## config.mk

```make
export PLATFORM = sky130hd
export DESIGN_NAME = unsigned_divide_and_xor_exec
export DESIGN_NICKNAME = d
export VERILOG_FILES = /design/src/hw/udx_pkg.sv /design/src/hw/udiv_if.sv /design/src/hw/udx_decode.sv /design/src/hw/udiv_seq.sv /design/src/hw/unsigned_divide_and_xor_exec.sv
export SDC_FILE = /design/constraint.sdc
export NUM_CORES = 2
export LEC_CHECK = 0
export BUFFER_PORTS_ARGS = -buffer_cell sky130_fd_sc_hd__buf_2
export CAP_MARGIN = 25
export CORE_MARGIN = 10
export CORE_UTILIZATION = 45
export DETAILED_ROUTE_END_ITERATION = 16
export GPL_TIMING_DRIVEN = 0
export RECOVER_POWER = 25
export SLEW_MARGIN = 10
export SYNTH_ARGS = -nofsm -noshare
export SYNTH_HDL_FRONTEND = slang
export SYNTH_SLANG_ARGS = --single-unit
```

## constraint.sdc

```tcl
create_clock -name i_clk -period 7.1 [get_ports i_clk]
set_input_delay 1.42 -clock i_clk [delete_from_list [all_inputs] [get_ports i_clk]]
set_output_delay 1.42 -clock i_clk [all_outputs]
set_load 0.03 [all_outputs]
```

## src/hw/udx_pkg.sv

```systemverilog
// Shared constants, types and helpers for the divide / exclusive-OR execution block
package udx_pkg;
	// ----------------------------------------
	// Register byte offsets
	// ----------------------------------------
	localparam logic [7:0] OFF_CTRL = 8'h00;
	localparam logic [7:0] OFF_STATUS = 8'h04;
	localparam logic [7:0] OFF_OPWORD = 8'h08;
	localparam logic [7:0] OFF_EXTWORD = 8'h0c;
	localparam logic [7:0] OFF_SRC = 8'h10;
	localparam logic [7:0] OFF_MEMDST = 8'h14;
	localparam logic [7:0] OFF_CCR = 8'h18;
	localparam logic [7:0] OFF_RESULT = 8'h1c;
	localparam logic [7:0] OFF_DREG0 = 8'h20;
	localparam logic [7:0] OFF_DREG7 = 8'h3c;
	// ----------------------------------------
	// Field positions and reset values
	// ----------------------------------------
	localparam int CTRL_GO = 0;
	localparam int ST_BUSY = 0;
	localparam int ST_DONE = 1;
	localparam int ST_ILLEGAL = 2;
	localparam int ST_ZERODIV = 3;
	localparam int ST_STORE = 4;
	localparam int ST_OVF = 5;
	localparam int CCR_C = 0;
	localparam int CCR_V = 1;
	localparam int CCR_Z = 2;
	localparam int CCR_N = 3;
	localparam int CCR_X = 4;
	localparam logic [4:0] CCR_RESET = 5'h00;
	localparam logic [31:0] WORD_RESET = 32'h0000_0000;
	// ----------------------------------------
	// Opcode fields and addressing modes
	// ----------------------------------------
	localparam logic [3:0] OPC_DIVW = 4'h8;
	localparam logic [3:0] OPC_XOR = 4'hb;
	localparam logic [9:0] OPC_DIVL = 10'h131;
	localparam logic [2:0] OPM_DIVW = 3'h7;
	localparam logic [2:0] OPM_XOR_B = 3'h4;
	localparam logic [2:0] OPM_XOR_W = 3'h5;
	localparam logic [2:0] OPM_XOR_L = 3'h6;
	localparam logic [2:0] MODE_DREG = 3'h0;
	localparam logic [2:0] MODE_AREG = 3'h1;
	localparam logic [2:0] MODE_EXT = 3'h7;
	localparam logic [2:0] EXT_ABS_W = 3'h0;
	localparam logic [2:0] EXT_ABS_L = 3'h1;
	localparam logic [2:0] EXT_PC_DISP = 3'h2;
	localparam logic [2:0] EXT_PC_IDX = 3'h3;
	localparam logic [2:0] EXT_IMM = 3'h4;
	localparam logic [1:0] SZ_BYTE = 2'h0;
	localparam logic [1:0] SZ_WORD = 2'h1;
	localparam logic [1:0] SZ_LONG = 2'h2;
	localparam logic [5:0] DIV_STEPS = 6'h20;
	// ----------------------------------------
	// Types
	// ----------------------------------------
	typedef enum logic [1:0] {OP_NONE = 2'b00, OP_DIVW = 2'b01, OP_DIVL = 2'b10, OP_XOR = 2'b11} op_kind_t;
	typedef enum logic [1:0] {S_IDLE = 2'b00, S_EXEC = 2'b01, S_DIV = 2'b10} exec_state_t;
	// ----------------------------------------
	// Helpers
	// ----------------------------------------
	// Lane mask of an operand size
	function automatic logic [31:0] size_mask(input logic [1:0] sz);
		size_mask = (sz == SZ_BYTE) ? 32'h0000_00ff : (sz == SZ_WORD) ? 32'h0000_ffff : 32'hffff_ffff;
	endfunction
	// Sign bit of a value at an operand size
	function automatic logic size_msb(input logic [31:0] v, input logic [1:0] sz);
		size_msb = (sz == SZ_BYTE) ? v[7] : (sz == SZ_WORD) ? v[15] : v[31];
	endfunction
endpackage

```

## src/hw/udiv_if.sv

```systemverilog
// Request and answer bundle between the executor and the sequential divider
`timescale 1ns/100ps
interface udiv_if;
	logic start;
	logic word;
	logic [63:0] dividend;
	logic [31:0] divisor;
	logic done;
	logic ovf;
	logic [31:0] quotient;
	logic [31:0] remainder;
	modport requester(output start, word, dividend, divisor, input done, ovf, quotient, remainder);
	modport divider(input start, word, dividend, divisor, output done, ovf, quotient, remainder);
endinterface

```

## src/hw/udx_decode.sv

```systemverilog
// Opcode and addressing-mode decoder for the divide / exclusive-OR executor
`timescale 1ns/100ps
module udx_decode import udx_pkg::*; (
	// Instruction words
	input wire logic [15:0] i_opword,
	input wire logic [15:0] i_extword,
	// Decoded operation
	output op_kind_t o_kind,
	output logic o_legal,
	output logic [1:0] o_size,
	output logic o_long64,
	output logic [2:0] o_dst_reg,
	output logic [2:0] o_rem_reg
);
	logic [2:0] mode;
	logic [2:0] reg_f;
	logic [2:0] opm;
	logic data_mode;
	logic alter_mode;
	logic ext_ok;

	// Operand fields
	assign mode = i_opword[5:3];
	assign reg_f = i_opword[2:0];
	assign opm = i_opword[8:6];

	// Source may be any data mode, never an address register
	always_comb begin
		data_mode = (mode != MODE_AREG);
		if (mode == MODE_EXT) begin
			data_mode = (reg_f == EXT_ABS_W) || (reg_f == EXT_ABS_L) || (reg_f == EXT_IMM) ||
				(reg_f == EXT_PC_DISP) || (reg_f == EXT_PC_IDX);
		end
	end

	// Destination must be data alterable: no An, immediate or PC-relative
	assign alter_mode = (mode != MODE_AREG) &&
		((mode != MODE_EXT) || (reg_f == EXT_ABS_W) || (reg_f == EXT_ABS_L));

	// Extension word: unsigned, all bits other than the register fields and size bit 10 zero
	assign ext_ok = !i_extword[15] && !i_extword[11] && (i_extword[9:3] == 7'h00);

	// Opcode classification
	always_comb begin
		o_kind = OP_NONE;
		o_size = SZ_LONG;
		if ((i_opword[15:12] == OPC_DIVW) && (opm == OPM_DIVW)) begin
			o_kind = OP_DIVW;
			o_size = SZ_WORD;
		end else if (i_opword[15:6] == OPC_DIVL) begin
			o_kind = OP_DIVL;
		end else if ((i_opword[15:12] == OPC_XOR) && ((opm == OPM_XOR_B) || (opm == OPM_XOR_W) ||
				(opm == OPM_XOR_L))) begin
			o_kind = OP_XOR;
			o_size = opm[1:0];
		end
	end

	// Any other encoding, a memory-to-register form among them, is refused
	always_comb begin
		unique case (o_kind)
			OP_DIVW: o_legal = data_mode;
			OP_DIVL: o_legal = data_mode && ext_ok;
			OP_XOR: o_legal = alter_mode;
			OP_NONE: o_legal = 1'b0;
		endcase
	end

	// Register fields
	assign o_dst_reg = (o_kind == OP_DIVL) ? i_extword[14:12] : i_opword[11:9];
	assign o_rem_reg = i_extword[2:0];
	assign o_long64 = i_extword[10];
endmodule

```

## src/hw/udiv_seq.sv

```systemverilog
// Restoring unsigned divider, one quotient bit per cycle, with early overflow exit
`timescale 1ns/100ps
module udiv_seq import udx_pkg::*; (
	// Clock and reset
	input wire logic i_clk,
	input wire logic i_rst_n,
	// Request and answer
	udiv_if.divider p
);
	logic [31:0] rem;
	logic [31:0] quo;
	logic [5:0] count;
	logic run;
	logic ovf_chk;
	logic [32:0] shifted;
	logic [32:0] diff;

	// Word form stops at the signed 16-bit bound, so quotient bit 15 must stay clear; long form at 32 bits
	assign ovf_chk = p.word ? (p.dividend[31:15] >= {1'b0, p.divisor[15:0]}) :
		(p.dividend[63:32] >= p.divisor);
	assign shifted = {rem, quo[31]};
	assign diff = shifted - {1'b0, p.divisor};
	assign p.quotient = quo;
	assign p.remainder = rem;

	// Iteration; the divisor is held steady by the requester while running
	always_ff @(posedge i_clk) begin
		if (!i_rst_n) begin
			rem <= WORD_RESET;
			quo <= WORD_RESET;
			count <= 6'h00;
			run <= 1'b0;
			p.done <= 1'b0;
			p.ovf <= 1'b0;
		end else begin
			p.done <= 1'b0;
			if (p.start) begin
				p.ovf <= ovf_chk;
				if (ovf_chk) begin
					p.done <= 1'b1;
				end else begin
					run <= 1'b1;
					count <= DIV_STEPS;
					rem <= p.dividend[63:32];
					quo <= p.dividend[31:0];
				end
			end else if (run) begin
				if (!diff[32]) begin
					rem <= diff[31:0];
					quo <= {quo[30:0], 1'b1};
				end else begin
					rem <= shifted[31:0];
					quo <= {quo[30:0], 1'b0};
				end
				count <= count - 6'h01;
				if (count == 6'h01) begin
					run <= 1'b0;
					p.done <= 1'b1;
				end
			end
		end
	end
endmodule

```

## src/hw/unsigned_divide_and_xor_exec.sv

```systemverilog
// Execution block for unsigned divide and register exclusive-OR, reached over APB
//
// Local design decisions: the register addresses and the APB interface to the registers.
`timescale 1ns/100ps

// Notes on behaviour
// - Divide N from quotient sign, C cleared, X kept
// - Divide Z set when quotient is zero
// - Divide V set on overflow, else cleared
// - Word divide uses register field as destination
// - Word divide overflows past signed 16-bit bound
// - Long divide overflows when quotient exceeds 32 bits
// - Divide source: data modes only, no An
// - Mode 111 subfield decodes absolute, immediate, PC
// - Long divide reads and writes quotient register
// - Size bit picks 32- or 64-bit dividend
// - Remainder to its register unless same as quotient
// - 64-bit dividend high half from remainder register
// - Exclusive-OR data register into destination, any size
// - Exclusive-OR N, Z from result; V, C cleared
// - Opmode 100/101/110 selects byte, word, long
// - Exclusive-OR destination must be data alterable
// - Memory-to-register exclusive-OR form is refused
// - Word divide: quotient low half, remainder high
// - Zero divisor abandons divide with a trap
// - Overflow sets V, leaves operands untouched
module unsigned_divide_and_xor_exec import udx_pkg::*; (
	// Clock and reset
	input wire logic i_clk,
	input wire logic i_rst_n,
	// APB slave
	input wire logic i_psel,
	input wire logic i_penable,
	input wire logic i_pwrite,
	input wire logic [7:0] i_paddr,
	input wire logic [31:0] i_pwdata,
	output logic o_pready,
	output logic [31:0] o_prdata,
	output logic o_pslverr,
	// Execution events
	output logic o_busy,
	output logic o_illegal_trap,
	output logic o_zero_divide_trap,
	output logic o_store_pending
);
	// ----------------------------------------
	// State
	// ----------------------------------------
	exec_state_t state;
	exec_state_t next_state;
	logic [31:0] dreg [8];
	logic [15:0] opword;
	logic [15:0] extword;
	logic [31:0] src_operand;
	logic [31:0] mem_dest;
	logic [31:0] result;
	logic [4:0] ccr;
	logic done;
	logic illegal;
	logic zero_div;
	logic ovf_seen;
	logic [31:0] next_prdata;
	logic addr_ok;
	logic apb_access;
	logic wr_en;
	logic go;

	// Decoder outputs
	op_kind_t kind;
	logic legal;
	logic [1:0] size;
	logic long64;
	logic [2:0] dst_reg;
	logic [2:0] rem_reg;

	// Execute-cycle values
	logic [31:0] src_val;
	logic [31:0] divisor;
	logic [63:0] dividend;
	logic [31:0] xor_dst;
	logic [31:0] xor_res;
	logic [31:0] mask;
	logic dst_is_dreg;

	udiv_if div_bus();

	// ----------------------------------------
	// Submodules
	// ----------------------------------------
	udx_decode u_decode (
		.i_opword(opword),
		.i_extword(extword),
		.o_kind(kind),
		.o_legal(legal),
		.o_size(size),
		.o_long64(long64),
		.o_dst_reg(dst_reg),
		.o_rem_reg(rem_reg)
	);

	udiv_seq u_div (
		.i_clk(i_clk),
		.i_rst_n(i_rst_n),
		.p(div_bus.divider)
	);

	// ----------------------------------------
	// APB slave
	// ----------------------------------------
	// One wait state: pready is a flop so the answer is never combinational
	assign apb_access = i_psel && i_penable && !o_pready;
	assign wr_en = apb_access && i_pwrite;
	assign addr_ok = (i_paddr[1:0] == 2'h0) && (i_paddr <= OFF_DREG7);
	assign go = wr_en && (i_paddr == OFF_CTRL) && i_pwdata[CTRL_GO] && (state == S_IDLE);

	// Read mux, unmapped addresses read zero
	always_comb begin
		next_prdata = WORD_RESET;
		if (i_paddr >= OFF_DREG0 && addr_ok) begin
			next_prdata = dreg[i_paddr[4:2]];
		end else begin
			unique case (i_paddr)
				OFF_STATUS: next_prdata = {26'h0, ovf_seen, o_store_pending, zero_div, illegal, done, o_busy};
				OFF_OPWORD: next_prdata = {16'h0, opword};
				OFF_EXTWORD: next_prdata = {16'h0, extword};
				OFF_SRC: next_prdata = src_operand;
				OFF_MEMDST: next_prdata = mem_dest;
				OFF_CCR: next_prdata = {27'h0, ccr};
				OFF_RESULT: next_prdata = result;
				default: next_prdata = WORD_RESET;
			endcase
		end
	end

	// Answer phase flops
	always_ff @(posedge i_clk) begin
		if (!i_rst_n) begin
			o_pready <= 1'b0;
			o_prdata <= WORD_RESET;
			o_pslverr <= 1'b0;
		end else begin
			o_pready <= apb_access;
			o_pslverr <= apb_access && !addr_ok;
			if (apb_access && !i_pwrite) begin
				o_prdata <= next_prdata;
			end
		end
	end

	// Software-loaded instruction and operand words, frozen while busy
	always_ff @(posedge i_clk) begin
		if (!i_rst_n) begin
			opword <= 16'h0000;
			extword <= 16'h0000;
			src_operand <= WORD_RESET;
			mem_dest <= WORD_RESET;
		end else if (wr_en && state == S_IDLE) begin
			unique case (i_paddr)
				OFF_OPWORD: opword <= i_pwdata[15:0];
				OFF_EXTWORD: extword <= i_pwdata[15:0];
				OFF_SRC: src_operand <= i_pwdata;
				OFF_MEMDST: mem_dest <= i_pwdata;
				default: ;
			endcase
		end
	end

	// ----------------------------------------
	// Operand preparation
	// ----------------------------------------
	assign dst_is_dreg = (opword[5:3] == MODE_DREG);
	assign src_val = dst_is_dreg ? dreg[opword[2:0]] : src_operand;
	assign mask = size_mask(size);

	// Dividend and divisor for both divide forms
	always_comb begin
		if (kind == OP_DIVW) begin
			divisor = {16'h0, src_val[15:0]};
			dividend = {32'h0, dreg[dst_reg]};
		end else begin
			divisor = src_val;
			dividend = {long64 ? dreg[rem_reg] : WORD_RESET, dreg[dst_reg]};
		end
	end

	// Exclusive-OR keeps the untouched lanes of the destination
	assign xor_dst = dst_is_dreg ? dreg[opword[2:0]] : mem_dest;
	assign xor_res = (xor_dst & ~mask) | ((xor_dst ^ dreg[opword[11:9]]) & mask);

	// Divisor held in the interface for the whole run
	always_ff @(posedge i_clk) begin
		if (!i_rst_n) begin
			div_bus.start <= 1'b0;
			div_bus.word <= 1'b0;
			div_bus.dividend <= 64'h0;
			div_bus.divisor <= WORD_RESET;
		end else begin
			div_bus.start <= 1'b0;
			if (state == S_EXEC && legal && kind != OP_XOR && divisor != WORD_RESET) begin
				div_bus.start <= 1'b1;
				div_bus.word <= (kind == OP_DIVW);
				div_bus.dividend <= dividend;
				div_bus.divisor <= divisor;
			end
		end
	end

	// ----------------------------------------
	// Sequencer
	// ----------------------------------------
	always_comb begin
		next_state = state;
		unique case (state)
			S_IDLE: if (go) next_state = S_EXEC;
			S_EXEC: if (legal && kind != OP_XOR && divisor != WORD_RESET) next_state = S_DIV;
				else next_state = S_IDLE;
			S_DIV: if (div_bus.done) next_state = S_IDLE;
			default: next_state = S_IDLE;
		endcase
	end

	always_ff @(posedge i_clk) begin
		if (!i_rst_n) begin
			state <= S_IDLE;
			o_busy <= 1'b0;
		end else begin
			state <= next_state;
			o_busy <= (next_state != S_IDLE);
		end
	end

	// Trap pulses and sticky completion status, cleared by the next start
	always_ff @(posedge i_clk) begin
		if (!i_rst_n) begin
			o_illegal_trap <= 1'b0;
			o_zero_divide_trap <= 1'b0;
			done <= 1'b0;
			illegal <= 1'b0;
			zero_div <= 1'b0;
			ovf_seen <= 1'b0;
		end else begin
			o_illegal_trap <= 1'b0;
			o_zero_divide_trap <= 1'b0;
			if (go) begin
				done <= 1'b0;
				illegal <= 1'b0;
				zero_div <= 1'b0;
				ovf_seen <= 1'b0;
			end
			if (state == S_EXEC && !legal) begin
				o_illegal_trap <= 1'b1;
				illegal <= 1'b1;
				done <= 1'b1;
			end else if (state == S_EXEC && kind != OP_XOR && divisor == WORD_RESET) begin
				o_zero_divide_trap <= 1'b1;
				zero_div <= 1'b1;
				done <= 1'b1;
			end else if (state == S_EXEC) begin
				done <= 1'b1;
			end else if (state == S_DIV && div_bus.done) begin
				ovf_seen <= div_bus.ovf;
				done <= 1'b1;
			end
		end
	end

	// ----------------------------------------
	// Result placement
	// ----------------------------------------
	// Data registers: software writes only while idle, results only while busy
	always_ff @(posedge i_clk) begin
		if (!i_rst_n) begin
			for (int i = 0; i < 8; i++) begin
				dreg[i] <= WORD_RESET;
			end
		end else if (wr_en && state == S_IDLE && i_paddr >= OFF_DREG0 && addr_ok) begin
			dreg[i_paddr[4:2]] <= i_pwdata;
		end else if (state == S_EXEC && legal && kind == OP_XOR && dst_is_dreg) begin
			dreg[opword[2:0]] <= xor_res;
		end else if (state == S_DIV && div_bus.done && !div_bus.ovf) begin
			if (kind == OP_DIVW) begin
				dreg[dst_reg] <= {div_bus.remainder[15:0], div_bus.quotient[15:0]};
			end else begin
				if (rem_reg != dst_reg) begin
					dreg[rem_reg] <= div_bus.remainder;
				end
				dreg[dst_reg] <= div_bus.quotient;
			end
		end
	end

	// Memory destination value waits here for the bus unit to store it
	always_ff @(posedge i_clk) begin
		if (!i_rst_n) begin
			result <= WORD_RESET;
			o_store_pending <= 1'b0;
		end else if (go) begin
			o_store_pending <= 1'b0;
		end else if (state == S_EXEC && legal && kind == OP_XOR && !dst_is_dreg) begin
			result <= xor_res;
			o_store_pending <= 1'b1;
		end
	end

	// Condition codes; X is never written by either operation
	always_ff @(posedge i_clk) begin
		if (!i_rst_n) begin
			ccr <= CCR_RESET;
		end else if (wr_en && state == S_IDLE && i_paddr == OFF_CCR) begin
			ccr <= i_pwdata[4:0];
		end else if (state == S_EXEC && legal && kind == OP_XOR) begin
			ccr[CCR_N] <= size_msb(xor_res, size);
			ccr[CCR_Z] <= ((xor_res & mask) == WORD_RESET);
			ccr[CCR_V] <= 1'b0;
			ccr[CCR_C] <= 1'b0;
		end else if (state == S_DIV && div_bus.done) begin
			ccr[CCR_C] <= 1'b0;
			ccr[CCR_V] <= div_bus.ovf;
			if (!div_bus.ovf) begin
				ccr[CCR_N] <= (kind == OP_DIVW) ? div_bus.quotient[15] : div_bus.quotient[31];
				ccr[CCR_Z] <= (kind == OP_DIVW) ? (div_bus.quotient[15:0] == 16'h0000) :
					(div_bus.quotient == WORD_RESET);
			end
		end
	end
endmodule

```

* After elaboration in Yosys (flattened, before gate mapping) *
Memory sizes are Yosys's and may differ from the RTL's. A register that Yosys moved wholly into a read port is not among the register bits.
Cells that the tools add are included.

operators by class
  reduce and logical (&&, ||, !) cells = 80
  magnitude comparators = 4
  muxes and demuxes = 113
  bitwise gates (word level) = 9
  add/subtract/negate cells = 2
  equality and inequality tests = 32

operators by type and width
  kind                                                 number
  two-way mux 32 bit                                   19
  one-hot mux 32 bit (7 select lines)                  1
  OR reduction 32 bit                                  4
  bitwise AND 32 bit                                   3
  zero test 32 bit                                     3
  two-way mux 64 bit                                   1
  two-way mux 1 bit                                    63
  logical AND 1 bit                                    33
  two-way mux 3 bit                                    11
  subtractor 33 x 32 -> 33 bit                         1
  equality test 8 x 5 -> 1 bit, second input constant  4
  greater-or-equal comparator 32 bit                   1
  NOT 32 bit                                           1
  OR 32 bit                                            1
  nonzero test 32 bit                                  1
  bitwise XOR 32 bit                                   1
  two-way mux 2 bit                                    10
  equality test 3 bit, second input constant           6
  two-way mux 6 bit                                    3
  greater-or-equal comparator 17 x 16 -> 1 bit         1
  equality test 8 x 4 -> 1 bit, second input constant  2
  zero test 16 bit                                     1
  AND reduction 2 bit                                  7
  two-way mux 4 bit                                    3
  29 further kinds                                     59

storage, ports and cells
  memory bits (writable) = 256
  memories kept = 1
  input port bits = 45
  register bits after elaboration = 348
  output and inout port bits = 38
  word-level logic and storage cells = 271

memory list
  memory  depth  bits a word  rd ports  clocked after Yosys merged registers in  wr ports  line                                source
  dreg    8      32           5         3                                        8         unsigned_divide_and_xor_exec.sv:51  logic [31:0] dreg [8];

* Longest topological paths before layout *
  depth after elaboration = 19
  depth in mapped cells = 17
  mapped depth without buffers = 14

* Modules after synthesis *
Synthesis repeated with hierarchy kept, for this count alone.

unflattened totals
  cell total of the unflattened synthesis = 4167
  area, all modules = 40532.6 um^2

by module, submodules not included
  module                        cells an instance  area an instance (um^2)  instances
  unsigned_divide_and_xor_exec  3277               33542.2                  1
  udiv_seq                      856                6754.0                   1
  udx_decode                    34                 236.5                    1

* Worst setup path before layout *
OpenSTA, ideal clock, no wires.

  kind = input -> register
  from = input i_psel
  to = memory dreg[7][0], enable pin
  arrival = 4302 ps
  data required time = 6710 ps
  stages on the path = 10
  path slack = 2408 ps
  cells stage by stage = nand2_1 > nor2_1 > nand3_1 > o21ai_0 > nor3_1 > nand2_1 > o21ai_1 > nand2_1 > nor2_1 > or3_1

RTL lines
  element      line                                source
  from (decl)  unsigned_divide_and_xor_exec.sv:32  input wire logic i_psel,
  to (decl)    unsigned_divide_and_xor_exec.sv:51

==> metrics <==
drt pass-1 iters 8; Final Hold Viols 0; Post-synth EDFFs 256; RSZ-0062 raised after global routing no; Crit path max-delay family simple AND/OR/NAND/NOR gates; clock sinks 613; post-DP HPWL 160.2 mm; outcome finished with violations; total CTS buffers 73; Synth-to-Final Area Change 13.21%; layout cells sized above 1 10.98%; Core Footprint 0.08648 mm2; num rows 108; Max Cap Viol 2; crit path to dreg[7][9]; fill count 8,364; global-route wire length before repair 291.3 mm; P_leak 0.01479 uW; initial antenna violation count 7; Routed wire per std cell 36.83 um; Cell variety after synth 80; crit end category flip-flop; Cells after Synth 4,309; Longest Clk Path Bufs 3; fin cells 5,741; largest net degree at the start of global routing 23; VDD IR-drop max 0.2156 mV; crit start category input port; Critical path origin i_paddr[5]; final wirelength 211.5 mm; syn avg cell area 9.077 um2; nets@finish 4,656; DR vias 39,802; die area 0.09911 mm2; 1st-iter DRT viols 6,856; slowest stage cell, crit path clkbuf_1; number of buffer and inverter stages on the critical path 2; initial core utilization 45.23%; DRC errors left 0; Synth area leader edfxtp_1; clk_lat worst skew 670 ps; largest fanout on the critical path 18; sequential cell area fraction in the yosys report 37.93%; stages on the worst setup path 10; clock-pin slew of the registers on the worst-case setup and hold paths 60 ps; FMAX 150.0 MHz; fin crit share 93.91%; vias in the first global route 36,641; Reg2Reg Depth 17; Yosys Warn Count 0; Yosys top cell area share 19.65%; Slew headroom -9.141%; WP data arrival 7010 ps; gpl congestion 1.066; FF+latch area 0.01483 mm2; Buffers on Ports 77; total track usage 41.85%; max-slew violation count 11; GRT overflow 0; r2r setup slk 590 ps; H-tree depth 3; Final Power 8569 uW; Worst EP required 7440 ps; failing checks capacitance limit, slew limit; Vias per Instance 6.933; Yosys reg bits 613; Die H 314.8 um; Pwr Density 193.5 mW/mm2; root buf cell clkbuf_16; area of the multi-input gates 0.02262 mm2; CP Class in2reg; Post-synth top flop dfxtp_1; most frequent cell on the critical path nand2_1; main area contributors after synthesis edfxtp_1 (20%), dfxtp_1 (18%), mux4_2 (13%), nand2_1 (7.9%), mux2i_1 (5.5%); Die Wd 314.8 um; Worst Hold Class reg2reg; PostCTS Resize Cnt 0; hold_buf cts 0; Synth async-reset ratio 0%; setup violators final 0; IO Count 83; Mapped Area 0.03911 mm2; Final Critical Period 6668 ps; postcts setup bufs 0; Slew @ Worst Pin 1637 ps; Routed Antenna Nets 0; synthesized net count 4,437; CTS tree built; CP cell instances clkbuf_1 -> nand2_1 -> o21ai_0 -> or3_4 -> mux2i_1 -> o21ai_1 -> nand2_1 -> nor2_1 -> or3_2 -> buf_12; max incr delay on CP 780 ps; Inst Count DP 5,578; final worst clock skew 27.95 ps; Reg2Reg Capture Point div_bus.divisor[28]
==> synth_stat cells (all sizes together), types with 82 or more instances <==
cell	count
edfxtp	256
clkbuf	318
nor2	360
mux2i	215
ha	82
o21ai	275
mux4	224
dfxtp	357
a21oi	342
nand3	102
nand2	824
a22o	150
==> cells by family after synthesis <==
group                      count (synthesis)  synth area share (%)
adders and majority gates                 83                 2.674
AOI/OAI and AO/OA                       1120                 18.18
buffers and inverters                    435                 4.306
DFF                                      613                 37.93
xor gates and xnor gates                  61                 1.366
and+or+nand+nor                         1556                 17.08
muxes                                    441                 18.47
==> layout make-up <==
class                      count  area share [%]
clock buffer                  99           4.818
tap                         1155           3.264
sequential                   613           33.50
buffer                       387           3.402
timing repair buffer         144           2.631
multi-input combinational   3261           51.09
antenna                        3         0.01695
clock inverter                31          0.8675
inverter                      48          0.4069
==> worst register-to-register path, cell delays in order, from the launching register on <==
cell      delay (ps)
dfxtp_1          470
buf_2            430
nor2b_1          180
clkbuf_1         480
clkbuf_1         710
a22oi_1          210
and3_1           310
a21oi_1          320
nand4_1          180
nor4_1           250
buf_2            250
o21ai_0          230
nand2b_1         170
clkbuf_1         560
clkbuf_1         660
clkbuf_1         730
a21oi_1          180
nor2_1           110
==> layer usage <==
metal,part of all wire (%),track usage [%]
met5,0.039,0.2963
met4,11,32.71
met3,14,13.74
met2,40,59.03
met1,36,52.22
==> worst min-delay path by stage <==
stage	start	end	slack (ps)	cells after the start
2_1_floorplan	result[7]	result[7]	440	2
3_3_place_gp	result[30]	result[30]	440	2
3_5_place_dp	result[20]	result[20]	450	2
4_1_cts	result[20]	result[20]	460	2
5_1_grt	result[19]	result[19]	480	2
6_report	result[20]	result[20]	460	2
==> registers in the layout, indices dropped and copies added, names as in the netlist, 32 cells and up, named ones only <==
name               cells
div_bus.divisor       32
src_operand           32
dreg                 256
o_prdata              32
mem_dest              32
u_div.p.remainder     32
div_bus.dividend      64
u_div.p.quotient      32
result                32
==> through the flow <==
step | cell area [um2] | hold WS [ps] | setup TNS (ps) | utilization, % | setup WS (ps)
global route | 44270 | 477.0 | 0 | 51.19 | 540.3
floorplan | 39110 | 436.0 | 0 | - | 2408
CTS | 44020 | 455.8 | 0 | 50.90 | 240.5
detailed placement | 41510 | 447.8 | 0 | 47.99 | 231.5
global placement | 40940 | 442.7 | -185890 | 47.34 | -931.6
finish | 44280 | 457.8 | 0 | 51.20 | 432.4
==> placed cells by master (no fill, tap or decap), types with 25 or more instances in the layout <==
| master | instances |
|---|---|
| mux4_2 | 224 |
| nor2_1 | 353 |
| a21oi_1 | 342 |
| nand2b_1 | 26 |
| nand3_1 | 102 |
| buf_2 | 60 |
| o21ai_0 | 212 |
| and3_1 | 54 |
| buf_1 | 41 |
| dfxtp_1 | 357 |
| xnor2_1 | 41 |
| a211oi_1 | 61 |
| nor3_1 | 69 |
| clkbuf_16 | 77 |
| mux2i_1 | 212 |
| ha_1 | 82 |
| a31oi_1 | 55 |
| o21ai_1 | 61 |
| a311oi_1 | 37 |
| a22oi_1 | 80 |
| edfxtp_1 | 256 |
| nand2_1 | 824 |
| nand4_1 | 25 |
| a21o_1 | 28 |
| clkbuf_1 | 377 |
| a22o_1 | 150 |
| inv_1 | 48 |
| buf_8 | 25 |
==> power breakdown <==
part | total, uW | leakage, uW | internal, uW | switching [uW]
logic | 658 | 0.00802 | 196 | 463
clock network | 4110 | 0.00125 | 2400 | 1710
registers | 3800 | 0.00552 | 3720 | 82.0
Note: power is estimated with default switching activity, not from simulation.
